File: src/hdl/reset_ctrl_defs.vh
// Offsets, field positions, encodings and cycle counts of the reset controller
`ifndef RESET_CTRL_DEFS_VH
`define RESET_CTRL_DEFS_VH

// ==========================================================
// Register byte offsets
`define OFF_CONTROL 8'h00
`define OFF_STATUS 8'h04
`define OFF_MODE 8'h08

// ==========================================================
// Field positions
`define KEY_HI 31
`define KEY_LO 24
`define KEY_VALUE 8'hA5
`define CR_CPU_BIT 0
`define CR_PERIPH_BIT 2
`define CR_PIN_BIT 3
`define SR_FALL_BIT 0
`define SR_CAUSE_HI 10
`define SR_CAUSE_LO 8
`define SR_LEVEL_BIT 16
`define SR_BUSY_BIT 17
`define MR_UREN_BIT 0
`define MR_IRQEN_BIT 4
`define MR_LEN_HI 11
`define MR_LEN_LO 8

// ==========================================================
// Reset causes and reset values
`define CAUSE_GENERAL 3'h0
`define CAUSE_WAKEUP 3'h1
`define CAUSE_WATCHDOG 3'h2
`define CAUSE_SOFTWARE 3'h3
`define CAUSE_USER 3'h4
`define MODE_RESET_LEN 4'h0

// ==========================================================
// Cycle counts
`define CPU_START_CYCLES 2'h3
`define SW_RESET_CYCLES 2'h3
`define BOOT_SAMPLE_DELAY 3

// ==========================================================
// Bus answers
`define RESP_OKAY 2'h0
`define RESP_SLVERR 2'h2

`endif

File: src/hdl/system_reset_controller.v
// Reset sequencer with cause recording, pin pulse shaping and AXI4-Lite registers
// Functional notes
// - Sequencing on slow clock, four active-low resets.
// - Mode register survives all but backup loss.
// - Low pin causes user reset only if enabled.
// - Software can always read sampled pin level.
// - Pin fall sets flag; status read clears.
// - Interrupt enable gives interrupt instead of reset only when user reset off.
// - Pin pulse lasts two to power length+1.
// - Boot select sampled three cycles after core-up.
// - Cause updated only when processor reset releases.
// - General reset: startup, clock, 3 cycles, release.
// - Pin rises two cycles after backup release.
// - Backup supply low asserts every reset immediately.
// - Core resets release no earlier than backup reset.
// - Core down asserts all but backup; wake-up.
// - Wake-up pin pulse uses retained length setting.
// - Core supply falling asserts resets at once.
// - User reset: hold, resync, 3 cycles, cause 4.
// - Resets held while pin externally held low.
// - Software reset three cycles, commands combinable.
// - Commanded resets assert on write, release synchronously.
// - Own pin pulse never causes user reset.
// - Software cause recorded only with processor command.
// - Busy flag blocks control writes during software reset.
// - Cause encoding 0..4, unchanged by status read.
// - Writes need key 0xA5, otherwise aborted.
// - Interrupt on flag when user reset off, enabled.
//
// Implementation choices: the register addresses and the AXI4-Lite register port.
`timescale 1ns/1ps
`default_nettype none
`include "reset_ctrl_defs.vh"

module system_reset_controller #(
    parameter STARTUP_CYCLES = 64,
    parameter STARTUP_W = 16
) (
    // Clock and reset
    input wire core_clk,
    input wire sys_rst,
    // Supply detectors and pins
    input wire backup_supply_ok,
    input wire core_supply_ok,
    input wire boot_select_pin,
    input wire pin_reset_in,
    output reg pin_reset_drive_n,
    output reg pin_reset_oe,
    // Reset outputs
    output reg cpu_reset_n,
    output reg periph_reset_n,
    output reg backup_domain_reset_n,
    output reg cpu_clk_en,
    output reg boot_select,
    output reg irq,
    // AXI4-Lite slave
    input wire [7:0] s_axi_awaddr,
    input wire s_axi_awvalid,
    output reg s_axi_awready,
    input wire [31:0] s_axi_wdata,
    input wire [3:0] s_axi_wstrb,
    input wire s_axi_wvalid,
    output reg s_axi_wready,
    output reg [1:0] s_axi_bresp,
    output reg s_axi_bvalid,
    input wire s_axi_bready,
    input wire [7:0] s_axi_araddr,
    input wire s_axi_arvalid,
    output reg s_axi_arready,
    output reg [31:0] s_axi_rdata,
    output reg [1:0] s_axi_rresp,
    output reg s_axi_rvalid,
    input wire s_axi_rready
);

    localparam [7:0] S_BACKUP = 8'h01;
    localparam [7:0] S_STARTUP = 8'h02;
    localparam [7:0] S_CORE_OFF = 8'h04;
    localparam [7:0] S_CPU_START = 8'h08;
    localparam [7:0] S_RUN = 8'h10;
    localparam [7:0] S_USER = 8'h20;
    localparam [7:0] S_USER_WAIT = 8'h40;
    localparam [7:0] S_SW = 8'h80;
    localparam [STARTUP_W-1:0] STARTUP_LOAD = STARTUP_CYCLES;

    // ==========================================================
    // Input synchronisers
    reg bk_meta_q, bk_q, co_meta_q, co_q, co_d1_q;
    reg pin_meta_q, pin_q, pin_d1_q, bs_meta_q, bs_q;
    reg [2:0] boot_dly_q;

    always @(posedge core_clk) begin
        bk_meta_q <= backup_supply_ok;
        bk_q <= bk_meta_q;
        co_meta_q <= core_supply_ok;
        co_q <= co_meta_q;
        co_d1_q <= co_q;
        pin_meta_q <= pin_reset_in;
        pin_q <= pin_meta_q;
        pin_d1_q <= pin_q;
        bs_meta_q <= boot_select_pin;
        bs_q <= bs_meta_q;
    end

    // ==========================================================
    // Registers
    reg ur_en_q, ur_irq_en_q, fall_flag_q;
    reg [3:0] len_q;
    reg [2:0] cause_q;
    reg [7:0] state_q, state_d;
    reg [2:0] pend_q, pend_d;
    reg pend_v_q, pend_v_d;
    reg [1:0] cnt_q, cnt_d;
    reg [STARTUP_W-1:0] st_cnt_q;
    reg [16:0] ext_cnt_q;
    reg own_q, sw_cpu_q, sw_per_q;
    reg [7:0] wa_q;
    reg [31:0] wd_q;
    reg [3:0] ws_q;
    reg aw_got_q, w_got_q;

    wire wr_fire = aw_got_q & w_got_q & ~s_axi_bvalid;
    wire key_ok = (wd_q[`KEY_HI:`KEY_LO] == `KEY_VALUE) && (ws_q == 4'hF);
    wire cr_hit = wr_fire & (wa_q == `OFF_CONTROL);
    wire mr_hit = wr_fire & (wa_q == `OFF_MODE);
    wire wr_ok = cr_hit | mr_hit | (wr_fire & (wa_q == `OFF_STATUS));
    wire cmd_any = wd_q[`CR_CPU_BIT] | wd_q[`CR_PERIPH_BIT] | wd_q[`CR_PIN_BIT];
    // Control writes while busy or in any reset are dropped
    wire sw_go = cr_hit & key_ok & cmd_any & (state_q == S_RUN);
    wire rd_fire = s_axi_arvalid & s_axi_arready;
    wire sr_read = rd_fire & (s_axi_araddr == `OFF_STATUS);
    wire pin_fall = pin_d1_q & ~pin_q;
    wire ext_busy = (ext_cnt_q != 17'h0);
    wire user_trig = ~pin_q & ur_en_q & ~own_q & ~ext_busy;
    wire [16:0] pulse_len = 17'h1 << ({1'b0, len_q} + 5'h01);
    wire busy = (state_q == S_SW);

    // ==========================================================
    // Reset state manager
    always @* begin
        state_d = state_q;
        pend_d = pend_q;
        pend_v_d = pend_v_q;
        cnt_d = (cnt_q != 2'h0) ? cnt_q - 2'h1 : 2'h0;
        case (state_q)
            S_BACKUP: begin
                state_d = S_STARTUP;
                pend_d = `CAUSE_GENERAL;
                pend_v_d = 1'b1;
            end
            S_STARTUP: begin
                if (st_cnt_q == {STARTUP_W{1'b0}}) begin
                    state_d = co_q ? S_CPU_START : S_CORE_OFF;
                    cnt_d = `CPU_START_CYCLES;
                end
            end
            S_CORE_OFF: begin
                if (co_q) begin
                    state_d = S_CPU_START;
                    cnt_d = `CPU_START_CYCLES;
                end
            end
            S_CPU_START: begin
                if (cnt_q == 2'h1)
                    state_d = S_RUN;
            end
            S_RUN: begin
                if (sw_go) begin
                    state_d = S_SW;
                    cnt_d = `SW_RESET_CYCLES;
                    pend_d = `CAUSE_SOFTWARE;
                    pend_v_d = wd_q[`CR_CPU_BIT];
                end else if (user_trig) begin
                    state_d = S_USER;
                    pend_d = `CAUSE_USER;
                    pend_v_d = 1'b1;
                end
            end
            S_USER: begin
                if (pin_q) begin
                    state_d = S_USER_WAIT;
                    cnt_d = `CPU_START_CYCLES;
                end
            end
            S_USER_WAIT: begin
                if (!pin_q)
                    state_d = S_USER;
                else if (cnt_q == 2'h1)
                    state_d = S_RUN;
            end
            S_SW: begin
                if (cnt_q == 2'h1)
                    state_d = S_RUN;
            end
            default: begin
                state_d = S_BACKUP;
            end
        endcase
        // Core loss is ignored only in the backup, startup and core-off states
        if (!co_q && state_q != S_BACKUP && state_q != S_STARTUP && state_q != S_CORE_OFF) begin
            state_d = S_CORE_OFF;
            pend_d = `CAUSE_WAKEUP;
            pend_v_d = 1'b1;
        end
        if (!bk_q) begin
            state_d = S_BACKUP;
            pend_d = `CAUSE_GENERAL;
            pend_v_d = 1'b1;
        end
    end

    wire gen_hold = (state_d == S_BACKUP) || (state_d == S_STARTUP) ||
                    ((state_d == S_CPU_START || state_d == S_CORE_OFF) &&
                     pend_v_d && pend_d == `CAUSE_GENERAL);
    wire in_por = (state_d == S_BACKUP) || (state_d == S_STARTUP) ||
                  (state_d == S_CORE_OFF) || (state_d == S_CPU_START);
    wire release_por = (state_q == S_CPU_START) && (state_d == S_RUN);
    wire pin_cmd = sw_go & wd_q[`CR_PIN_BIT];
    wire ext_load = release_por | pin_cmd | ((state_q == S_RUN) & (state_d == S_USER));
    // Load edge drives low itself, so the counter holds one cycle less
    wire drive_d = in_por | ext_busy | ext_load;

    always @(posedge core_clk) begin
        if (sys_rst) begin
            state_q <= S_STARTUP;
            pend_q <= `CAUSE_GENERAL;
            pend_v_q <= 1'b1;
            cnt_q <= 2'h0;
            st_cnt_q <= STARTUP_LOAD;
            cause_q <= `CAUSE_GENERAL;
            ext_cnt_q <= 17'h0;
            own_q <= 1'b1;
            sw_cpu_q <= 1'b0;
            sw_per_q <= 1'b0;
            cpu_reset_n <= 1'b0;
            periph_reset_n <= 1'b0;
            backup_domain_reset_n <= 1'b0;
            cpu_clk_en <= 1'b0;
            pin_reset_drive_n <= 1'b0;
            pin_reset_oe <= 1'b1;
            boot_dly_q <= 3'h0;
            boot_select <= 1'b0;
        end else begin
            state_q <= state_d;
            pend_q <= pend_d;
            pend_v_q <= pend_v_d;
            cnt_q <= cnt_d;
            if (state_d != S_STARTUP)
                st_cnt_q <= STARTUP_LOAD;
            else if (st_cnt_q != {STARTUP_W{1'b0}})
                st_cnt_q <= st_cnt_q - {{(STARTUP_W-1){1'b0}}, 1'b1};
            // Cause only moves on the release edge of the processor reset
            if (state_q != S_RUN && state_d == S_RUN && pend_v_q)
                cause_q <= pend_q;
            // Pulse starts at release so the pin trails backup release
            if (ext_load)
                ext_cnt_q <= pulse_len - 17'h1;
            else if (in_por)
                ext_cnt_q <= 17'h0;
            else if (ext_busy)
                ext_cnt_q <= ext_cnt_q - 17'h1;
            // Mask lasts until our own low has cleared the synchroniser
            if (drive_d)
                own_q <= 1'b1;
            else if (pin_q)
                own_q <= 1'b0;
            if (sw_go) begin
                sw_cpu_q <= wd_q[`CR_CPU_BIT];
                sw_per_q <= wd_q[`CR_PERIPH_BIT];
            end
            cpu_reset_n <= (state_d == S_RUN) || (state_d == S_SW && !sw_go_cpu(sw_go, wd_q, sw_cpu_q));
            periph_reset_n <= (state_d == S_RUN) ||
                              (state_d == S_SW && !(sw_go ? wd_q[`CR_PERIPH_BIT] : sw_per_q));
            backup_domain_reset_n <= !gen_hold;
            cpu_clk_en <= (state_d == S_RUN) || (state_d == S_CPU_START) ||
                          (state_d == S_USER_WAIT) || (state_d == S_SW);
            pin_reset_drive_n <= !drive_d;
            pin_reset_oe <= drive_d;
            boot_dly_q <= {boot_dly_q[1:0], co_q & ~co_d1_q};
            if (boot_dly_q[2])
                boot_select <= bs_q;
        end
    end

    function sw_go_cpu;
        input go;
        input [31:0] wd;
        input held;
        begin
            sw_go_cpu = go ? wd[`CR_CPU_BIT] : held;
        end
    endfunction

    // ==========================================================
    // Mode and status bits
    always @(posedge core_clk) begin
        // Backup-domain register: core loss leaves it alone
        if (sys_rst || !bk_q) begin
            ur_en_q <= 1'b0;
            ur_irq_en_q <= 1'b0;
            len_q <= `MODE_RESET_LEN;
        end else if (mr_hit && key_ok) begin
            ur_en_q <= wd_q[`MR_UREN_BIT];
            ur_irq_en_q <= wd_q[`MR_IRQEN_BIT];
            len_q <= wd_q[`MR_LEN_HI:`MR_LEN_LO];
        end
        if (sys_rst) begin
            fall_flag_q <= 1'b0;
            irq <= 1'b0;
        end else begin
            // An edge in the read cycle survives the clear
            fall_flag_q <= pin_fall | (fall_flag_q & ~sr_read);
            irq <= (pin_fall | (fall_flag_q & ~sr_read)) & ~ur_en_q & ur_irq_en_q;
        end
    end

    // ==========================================================
    // AXI4-Lite slave
    always @(posedge core_clk) begin
        if (sys_rst) begin
            aw_got_q <= 1'b0;
            w_got_q <= 1'b0;
            wa_q <= 8'h00;
            wd_q <= 32'h0000_0000;
            ws_q <= 4'h0;
            s_axi_awready <= 1'b0;
            s_axi_wready <= 1'b0;
            s_axi_bvalid <= 1'b0;
            s_axi_bresp <= `RESP_OKAY;
            s_axi_arready <= 1'b0;
            s_axi_rvalid <= 1'b0;
            s_axi_rresp <= `RESP_OKAY;
            s_axi_rdata <= 32'h0000_0000;
        end else begin
            if (s_axi_awvalid && s_axi_awready) begin
                aw_got_q <= 1'b1;
                wa_q <= s_axi_awaddr;
            end else if (wr_fire) begin
                aw_got_q <= 1'b0;
            end
            if (s_axi_wvalid && s_axi_wready) begin
                w_got_q <= 1'b1;
                wd_q <= s_axi_wdata;
                ws_q <= s_axi_wstrb;
            end else if (wr_fire) begin
                w_got_q <= 1'b0;
            end
            s_axi_awready <= !aw_got_q && !(s_axi_awvalid && s_axi_awready) && !s_axi_bvalid;
            s_axi_wready <= !w_got_q && !(s_axi_wvalid && s_axi_wready) && !s_axi_bvalid;
            if (wr_fire) begin
                s_axi_bvalid <= 1'b1;
                s_axi_bresp <= wr_ok ? `RESP_OKAY : `RESP_SLVERR;
            end else if (s_axi_bready) begin
                s_axi_bvalid <= 1'b0;
            end
            s_axi_arready <= !s_axi_rvalid && !rd_fire;
            if (rd_fire) begin
                s_axi_rvalid <= 1'b1;
                s_axi_rresp <= `RESP_OKAY;
                s_axi_rdata <= 32'h0000_0000;
                case (s_axi_araddr)
                    `OFF_CONTROL: s_axi_rdata <= 32'h0000_0000;
                    `OFF_STATUS: begin
                        s_axi_rdata[`SR_FALL_BIT] <= fall_flag_q;
                        s_axi_rdata[`SR_CAUSE_HI:`SR_CAUSE_LO] <= cause_q;
                        s_axi_rdata[`SR_LEVEL_BIT] <= pin_q;
                        s_axi_rdata[`SR_BUSY_BIT] <= busy;
                    end
                    `OFF_MODE: begin
                        s_axi_rdata[`MR_UREN_BIT] <= ur_en_q;
                        s_axi_rdata[`MR_IRQEN_BIT] <= ur_irq_en_q;
                        s_axi_rdata[`MR_LEN_HI:`MR_LEN_LO] <= len_q;
                    end
                    default: s_axi_rresp <= `RESP_SLVERR;
                endcase
            end else if (s_axi_rready) begin
                s_axi_rvalid <= 1'b0;
            end
        end
    end

endmodule // system_reset_controller

`default_nettype wire

File: config.mk
export PLATFORM = sky130hd
export DESIGN_NAME = system_reset_controller
export DESIGN_NICKNAME = d
export VERILOG_FILES = /design/src/hdl/system_reset_controller.v
export VERILOG_INCLUDE_DIRS = /design/src /design/src/hdl
export SDC_FILE = /design/constraint.sdc
export NUM_CORES = 1
export LEC_CHECK = 0
export BUFFER_PORTS_ARGS = -buffer_cell sky130_fd_sc_hd__buf_2
export CORE_MARGIN = 4
export CORE_UTILIZATION = 45
export CTS_CLUSTER_SIZE = 20
export DETAILED_ROUTE_END_ITERATION = 7
export PLACE_DENSITY_LB_ADDON = 0.08
export SETUP_SLACK_MARGIN = 0.5
export SYNTH_ARGS = -nofsm -noshare
export SYNTH_HDL_FRONTEND = slang
export SYNTH_SLANG_ARGS = --single-unit
File: constraint.sdc
create_clock -name core_clk -period 3 [get_ports core_clk]
set_clock_uncertainty 0.05 [all_clocks]
set_input_delay 0.15 -clock core_clk [delete_from_list [all_inputs] [get_ports core_clk]]
set_output_delay 0.15 -clock core_clk [all_outputs]
set_load 0.1 [all_outputs]
==> results of run 1 <==
[critical path: cells and delay by family, from the launching register on]
kind,cells,cell delay [ns]
AND/OR/NAND/NOR,3,1.08
AO/OA/AOI/OAI,4,0.93
flip-flops,1,0.34
buffers and inverters,1,0.18
[routing by layer]
layer,part of all wire,routed length [um]
met1,0.44,6560
met4,0.016,233
met3,0.046,688
met2,0.50,7500
met5,0,0
[registers in the layout (all words and copies together), names as in the netlist, 2 cells and up]
register,count
state_q,8
ws_q,4
len_q,4
st_cnt_q,16
s_axi_rdata,8
ext_cnt_q,17
boot_dly_q,3
cause_q,3
wa_q,8
pend_q,3
wd_q,16
cnt_q,2
[cells in the final DEF (no fill, tap or decap), drive strengths merged, types with 5 or more instances in the layout]
master       synthesis  routed
nor4b                5       5
a211oi               5       5
nand3                5       5
mux2i               12      12
o21ai               17      17
or3                  6       6
clkbuf              25      22
nor2b               11      11
nand2b              11      11
a31oi                5       5
conb                 2      27
nor2                86      86
ha                   5       5
dlygate4sd3          0      35
nor3                24      24
dfxtp              126     126
and2                 5       5
a21oi               58      58
clkinv               0       6
xor2                 8       8
nand2               97      97
xnor2               23      23
o32a                13      13
inv                 17      19
buf                 35     120
nor4                17      17
or4                  9       9
[path summary, 6_finish.rpt]
kind,endpoint,slack [ns]
hold reg to reg,co_q,0.27
hold / removal,cause_q[0],0.04
setup / recovery,ext_cnt_q[4],0.35
setup reg to reg,ext_cnt_q[4],0.35
[per-stage QoR]
step	util	power, W
finish	0.610	0.00417
global route	0.610	0.00432
CTS	0.595	0.00419
detailed placement	0.506	0.00221
global placement	0.506	0.00220
floorplan	-	0.00213
[layout make-up]
cell class / count / area [um2]
clock inverters: 10 / 77.6
repair buffers: 155 / 1110
flip-flops and latches: 126 / 2530
multi-input cells: 517 / 3270
well taps: 172 / 215
clock buffers: 22 / 495
inverters: 17 / 63.8
fillers: 1102 / 4960
[logic make-up after synthesis]
family                     share of synthesized area
AOI/OAI and AO/OA                              0.163
xor gates and xnor gates                      0.0461
adders and majority gates                     0.0106
buffers and inverters                         0.0694
DFF                                            0.428
muxes                                         0.0204
other                                        0.00127
and+or+nand+nor                                0.261
[repair_timing]
action	4_1_cts	5_1_grt
pin swaps	14	22
cloned	0	0
hold buffers	35	0
resized for setup	24	28
endpoints found under the setup margin	33	28
endpoints found under the hold margin	35	0
setup buffers	16	8
[power breakdown]
part	switching, W	total (W)	internal (W)	leakage, nW
clock network	0.000764	0.00194	0.00118	0.278
logic	0.000340	0.000474	0.000134	1.83
registers	0.0000340	0.00175	0.00172	1.03
==> out/qor.yml, run 1 <==
grt:
  grt_max_degree: 62
  antenna_found_initial: 0
  grt_pass1_wl_um: 24400
  grt_busiest_layer: "met2"
  grt_use_met3: 0.0502
  grt-ovfl-total: 0
  met2_usage: 0.354
  grt_pass1_vias: 5130
  track_usage: 0.205
  use_met1: 0.250
layout:
  fin_cells: 1019
  area_growth_pct: 31.8
  fin_area_um2: 7770
  num-nets-final: 902
  diodes: 0
  drive_gt1_frac: 0.255
worst_setup_path:
  end_kind: "flop"
  worstPathRequired_ns: 3.30
  path_cells: "or4_4 -> nor4b_4 -> o311ai_4 -> o21a_1 -> o31a_1 -> buf_6 -> o32a_1 -> nor2_1"
  critPathMaxStageDelay_ns: 0.57
  start_kind: "flop"
  reg2reg_from: "ext_cnt_q[9]"
  reg2reg_depth: 8
  crit_slowest_cell: "or4_4"
  worstPathMaxFanout: 7
  cp-startpoint: "ext_cnt_q[9]"
  arrival_ns: 2.95
  worstSetupPathType: "flop to flop"
yosys:
  yosys-top-cells-count: "dfxtp_1 (126), nand2_1 (97), nor2_1 (75)"
  netlist.area_leader.share: 0.428
  synthTopCellsByArea: "dfxtp_1 (43%), nand2_1 (6.2%), a21oi_1 (4.9%), nor2_1 (4.8%), xnor2_1 (3.4%)"
  yosys.area.top_type: "dfxtp_1"
  ys_warn_count: 0
  synth_area_um2: 5890
  synth_edf_count: 0
  netlist-cell-type-count: 74
  synth.most_common_cell: "dfxtp_1"
  synth-main-ff-cell: "dfxtp_1"
  yosys_register_bits: 126
  async_flop_share: 0
  yosysSeqAreaShare: 0.428
  syn_avg_cell_area_um2: 8.48
  netlist_instances: 695
place:
  place_inst: 928
  dpl.hpwl_um: 10200
  place_area_um2: 6440
  place_ws_ns: 0.154
  io_buffers: 69
  gp_congestion: 0.901
worst_hold_path:
  hold_depth: 2
  min_path_type: "input pin to flop"
  min-delay-start: "sys_rst"
drt:
  vias: 5368
  wl_per_cell_um: 14.7
  drc: 0
  drt-initial-drc-count: 262
  firstDrtPassIters: 5
  wl_um: 15000
  vias_per_cell: 5.27
  ant_nets: 0
power_and_ir_drop:
  power.leakage_nw: 3.14
  power_density_nw_per_um2: 536
  vdd_drop_max_v: 0.000407
sta:
  rsz0062_at_grt: "yes"
  finalCritPeriodShare: 0.883
  relSlewSlack: 0.324
  worst_pin_slew_ns: 1.01
  setup_ws_ns: 0.350
  max_freq_ghz: 0.377
  finalHoldViolCount: 0
  period_minus_slack_ns: 2.65
  setup_violations: 0
  slew_violations: 0
  hold_ws_ns: 0.0422
  setup_tns_ns: 0
floorplanning:
  die_w_um: 122
  start_util: 0.463
  row_count: 41
  core_area_um2: 12700
  boundaryPins: 112
  die_h_um: 122
  dieArea_um2: 15000
cts:
  root_buffer: "clkbuf_16"
  clk_latency_ns: 0.42
  cts.clk_slew.worst_paths_ns: 0.06
  cts_buffers: 17
  cts_sinks: 126
  htree_levels: 4
  cts_tree: "yes"
  clock_path_buffers: 2
run_status:
  status: "finished clean"
job:
  maxCapViolations: 0
Note: power is estimated with default switching activity, not from simulation.
==> inputs of run 2 (changes only) <==
==> constraint.sdc (replaced) <==
create_clock -name core_clk -period 2.9 [get_ports core_clk]
set_clock_uncertainty 0.05 [all_clocks]
set_input_delay 0.145 -clock core_clk [delete_from_list [all_inputs] [get_ports core_clk]]
set_output_delay 0.145 -clock core_clk [all_outputs]
set_load 0.1 [all_outputs]
==> out/qor.yml, run 2 (synthesized netlist as in run 1, its figures left out) <==
drt:
  top_layer: "met4"
  drt-initial-drc-count: 229  # -13%
  dr_wl_met3_um: 618  # -10%
  drc: 0  # unchanged
  vias_per_cell: 5.27  # about the same
  wl_met2_um: 7500  # about the same
  wl_per_cell_um: 15.0  # +2.1%
  wl_um: 15200  # +1.4%
  m1WireLength_um: 6690  # +1.9%
  ant_nets: 0  # unchanged
  firstDrtPassIters: 5  # unchanged
  vias: 5332  # -0.67%
cts:
  root_buffer: "clkbuf_16"
  cts_sinks: 126  # unchanged
  clock_path_buffers: 2  # unchanged
  htree_levels: 4  # unchanged
  clk_latency_ns: 0.41  # about the same
  cts.clk_slew.worst_paths_ns: 0.05  # about the same
  cts_tree: "yes"
  cts_buffers: 17  # unchanged
layout:
  layout_common_cells: "dfxtp_1 (118), nand2_1 (94), nor2_1 (71)"
  area_growth_pct: 32.3
  diodes: 0  # unchanged
  num-nets-final: 895  # -0.78%
  largest_registers: "ext_cnt_q x17, st_cnt_q x16, wd_q x16"
  largest_reg_flops: 17  # unchanged
  top_register: "ext_cnt_q"
  multi_input_area_um2: 3310  # +1.1%
  fill_cells: 1116  # +1.3%
  drive_gt1_frac: 0.256  # +0.000935
  seqCellArea_um2: 2530  # unchanged
  fin_area_um2: 7800  # +0.45%
  layout_commonest_cell: "dfxtp_1"
  fin_util: 0.613  # +0.00275
job:
  maxCapViolations: 0  # unchanged
worst_setup_path:
  end_kind: "flop"
  worstPathRequired_ns: 3.16  # -0.14 ns
  worstSetupPathType: "flop to flop"
  worstPathMaxFanout: 6  # -1
  start_kind: "flop"
  reg2reg_depth: 10  # +2
  arrival_ns: 2.88  # -0.07 ns
place:
  gp_congestion: 0.862  # -4.3%
  place_area_um2: 6490  # +0.76%
  dpl.hpwl_um: 10500  # +2.3%
  io_buffers: 69  # unchanged
sta:
  setup_violations: 0  # unchanged
  rsz0062_at_grt: "yes"
  finalCritPeriodShare: 0.905  # +0.0218
  worst_pin_slew_ns: 0.978  # -0.0352 ns
  hold_ws_ns: 0.0786  # +0.0363 ns
  max_freq_ghz: 0.381  # +0.96%
  setup_tns_ns: 0  # unchanged
  finalHoldViolCount: 0  # unchanged
  slew_violations: 0  # unchanged
  relSlewSlack: 0.348  # +0.0235
  period_minus_slack_ns: 2.63  # -0.0253 ns
floorplanning:
  row_count: 41  # unchanged
  boundaryPins: 112  # unchanged
  die_w_um: 122  # unchanged
  start_util: 0.463  # unchanged
  dieArea_um2: 15000  # unchanged
  core_area_um2: 12700  # unchanged
  die_h_um: 122  # unchanged
power_and_ir_drop:
  p_sw_frac: 0.268  # -0.00543
  p_int_w: 0.00312  # +2.9%
  power.leakage_nw: 3.16  # +0.74%
  power_density_nw_per_um2: 546  # +1.7%
  vdd_drop_max_v: 0.000354  # -13%
  pwr-share-seq: 0.426  # +0.006
  clkPwrFrac: 0.460  # -0.006
  p_sw_w: 0.00114  # +0.15%
  p_comb_frac: 0.114  # about the same
grt:
  track_usage: 0.212  # +0.00700
  antenna_found_initial: 0  # unchanged
  grt-ovfl-total: 0  # unchanged
  grt_pass1_vias: 5263  # +2.6%
  grt_pass1_wl_um: 25300  # +3.7%
  grt_max_degree: 59  # -4.8%
worst_hold_path:
  min_path_type: "input pin to flop"
  hold_depth: 5  # +3
run_status:
  status: "finished clean"
## run 2: layout make-up
| class | instances | share of cell area |
|---|---|---|
| clock inverter | 8 | 0.00738 |
| sequential | 126 | 0.325 |
| inverter | 17 | 0.00818 |
| timing repair buffer | 148 | 0.143 |
| clock buffer | 24 | 0.0643 |
| tap | 172 | 0.0276 |
| multi-input combinational | 517 | 0.424 |
## run 2: worst paths after layout
check | slack (ns) | endpoint | start
worst max-delay path | 0.27 | ext_cnt_q[4] | ext_cnt_q[4]
worst max register to register | 0.27 | ext_cnt_q[4] | ext_cnt_q[4]
worst min-delay path | 0.08 | s_axi_rresp[1] | s_axi_araddr[2]
worst min register to register | 0.27 | bk_q | bk_meta_q
## run 2: power groups by stage
stage | clock network, W | registers [W] | logic (W)
floorplan | 0 | 0.00188 | 0.000324
global placement | 0 | 0.00184 | 0.000432
detailed placement | 0 | 0.00185 | 0.000437
CTS | 0.00200 | 0.00181 | 0.000476
global route | 0.00209 | 0.00182 | 0.000526
finish | 0.00196 | 0.00181 | 0.000487
## run 2: worst max-delay path, cell delays in order (launching register included)
cell and delay [ns]:
dfxtp_1 0.33, or4_4 0.60, nor4_4 0.34, nand2_1 0.12, and3_4 0.17, o32a_4 0.36, nor2_8 0.13, buf_12 0.12
buf_16 0.10, o32a_1 0.16, nor2_2 0.04
## run 2: repair_timing
action / CTS / global route
hold buffers: 35 / 0
endpoints found under the setup margin: 43 / 47
buffers inserted: 9 / 5
hold endpoints to repair: 35 / 0
pin swaps: 15 / 17
gates resized for setup: 26 / 32
gates cloned: 1 / 0
## run 2: layer usage
metal  up-vias  global-route usage
li1       2650                   -
met5         -                   0
met3        34              0.0461
met4         0              0.0847
met2       142               0.362
met1      2506               0.259
## run 2: stage by stage
stage	instances	power (W)	setup slack [ns]
2_1_floorplan	720	0.00221	0.362
3_3_place_gp	930	0.00228	0.121
3_5_place_dp	930	0.00228	0.0862
4_1_cts	1007	0.00429	0.283
5_1_grt	1012	0.00443	0.182
6_report	1012	0.00426	0.275
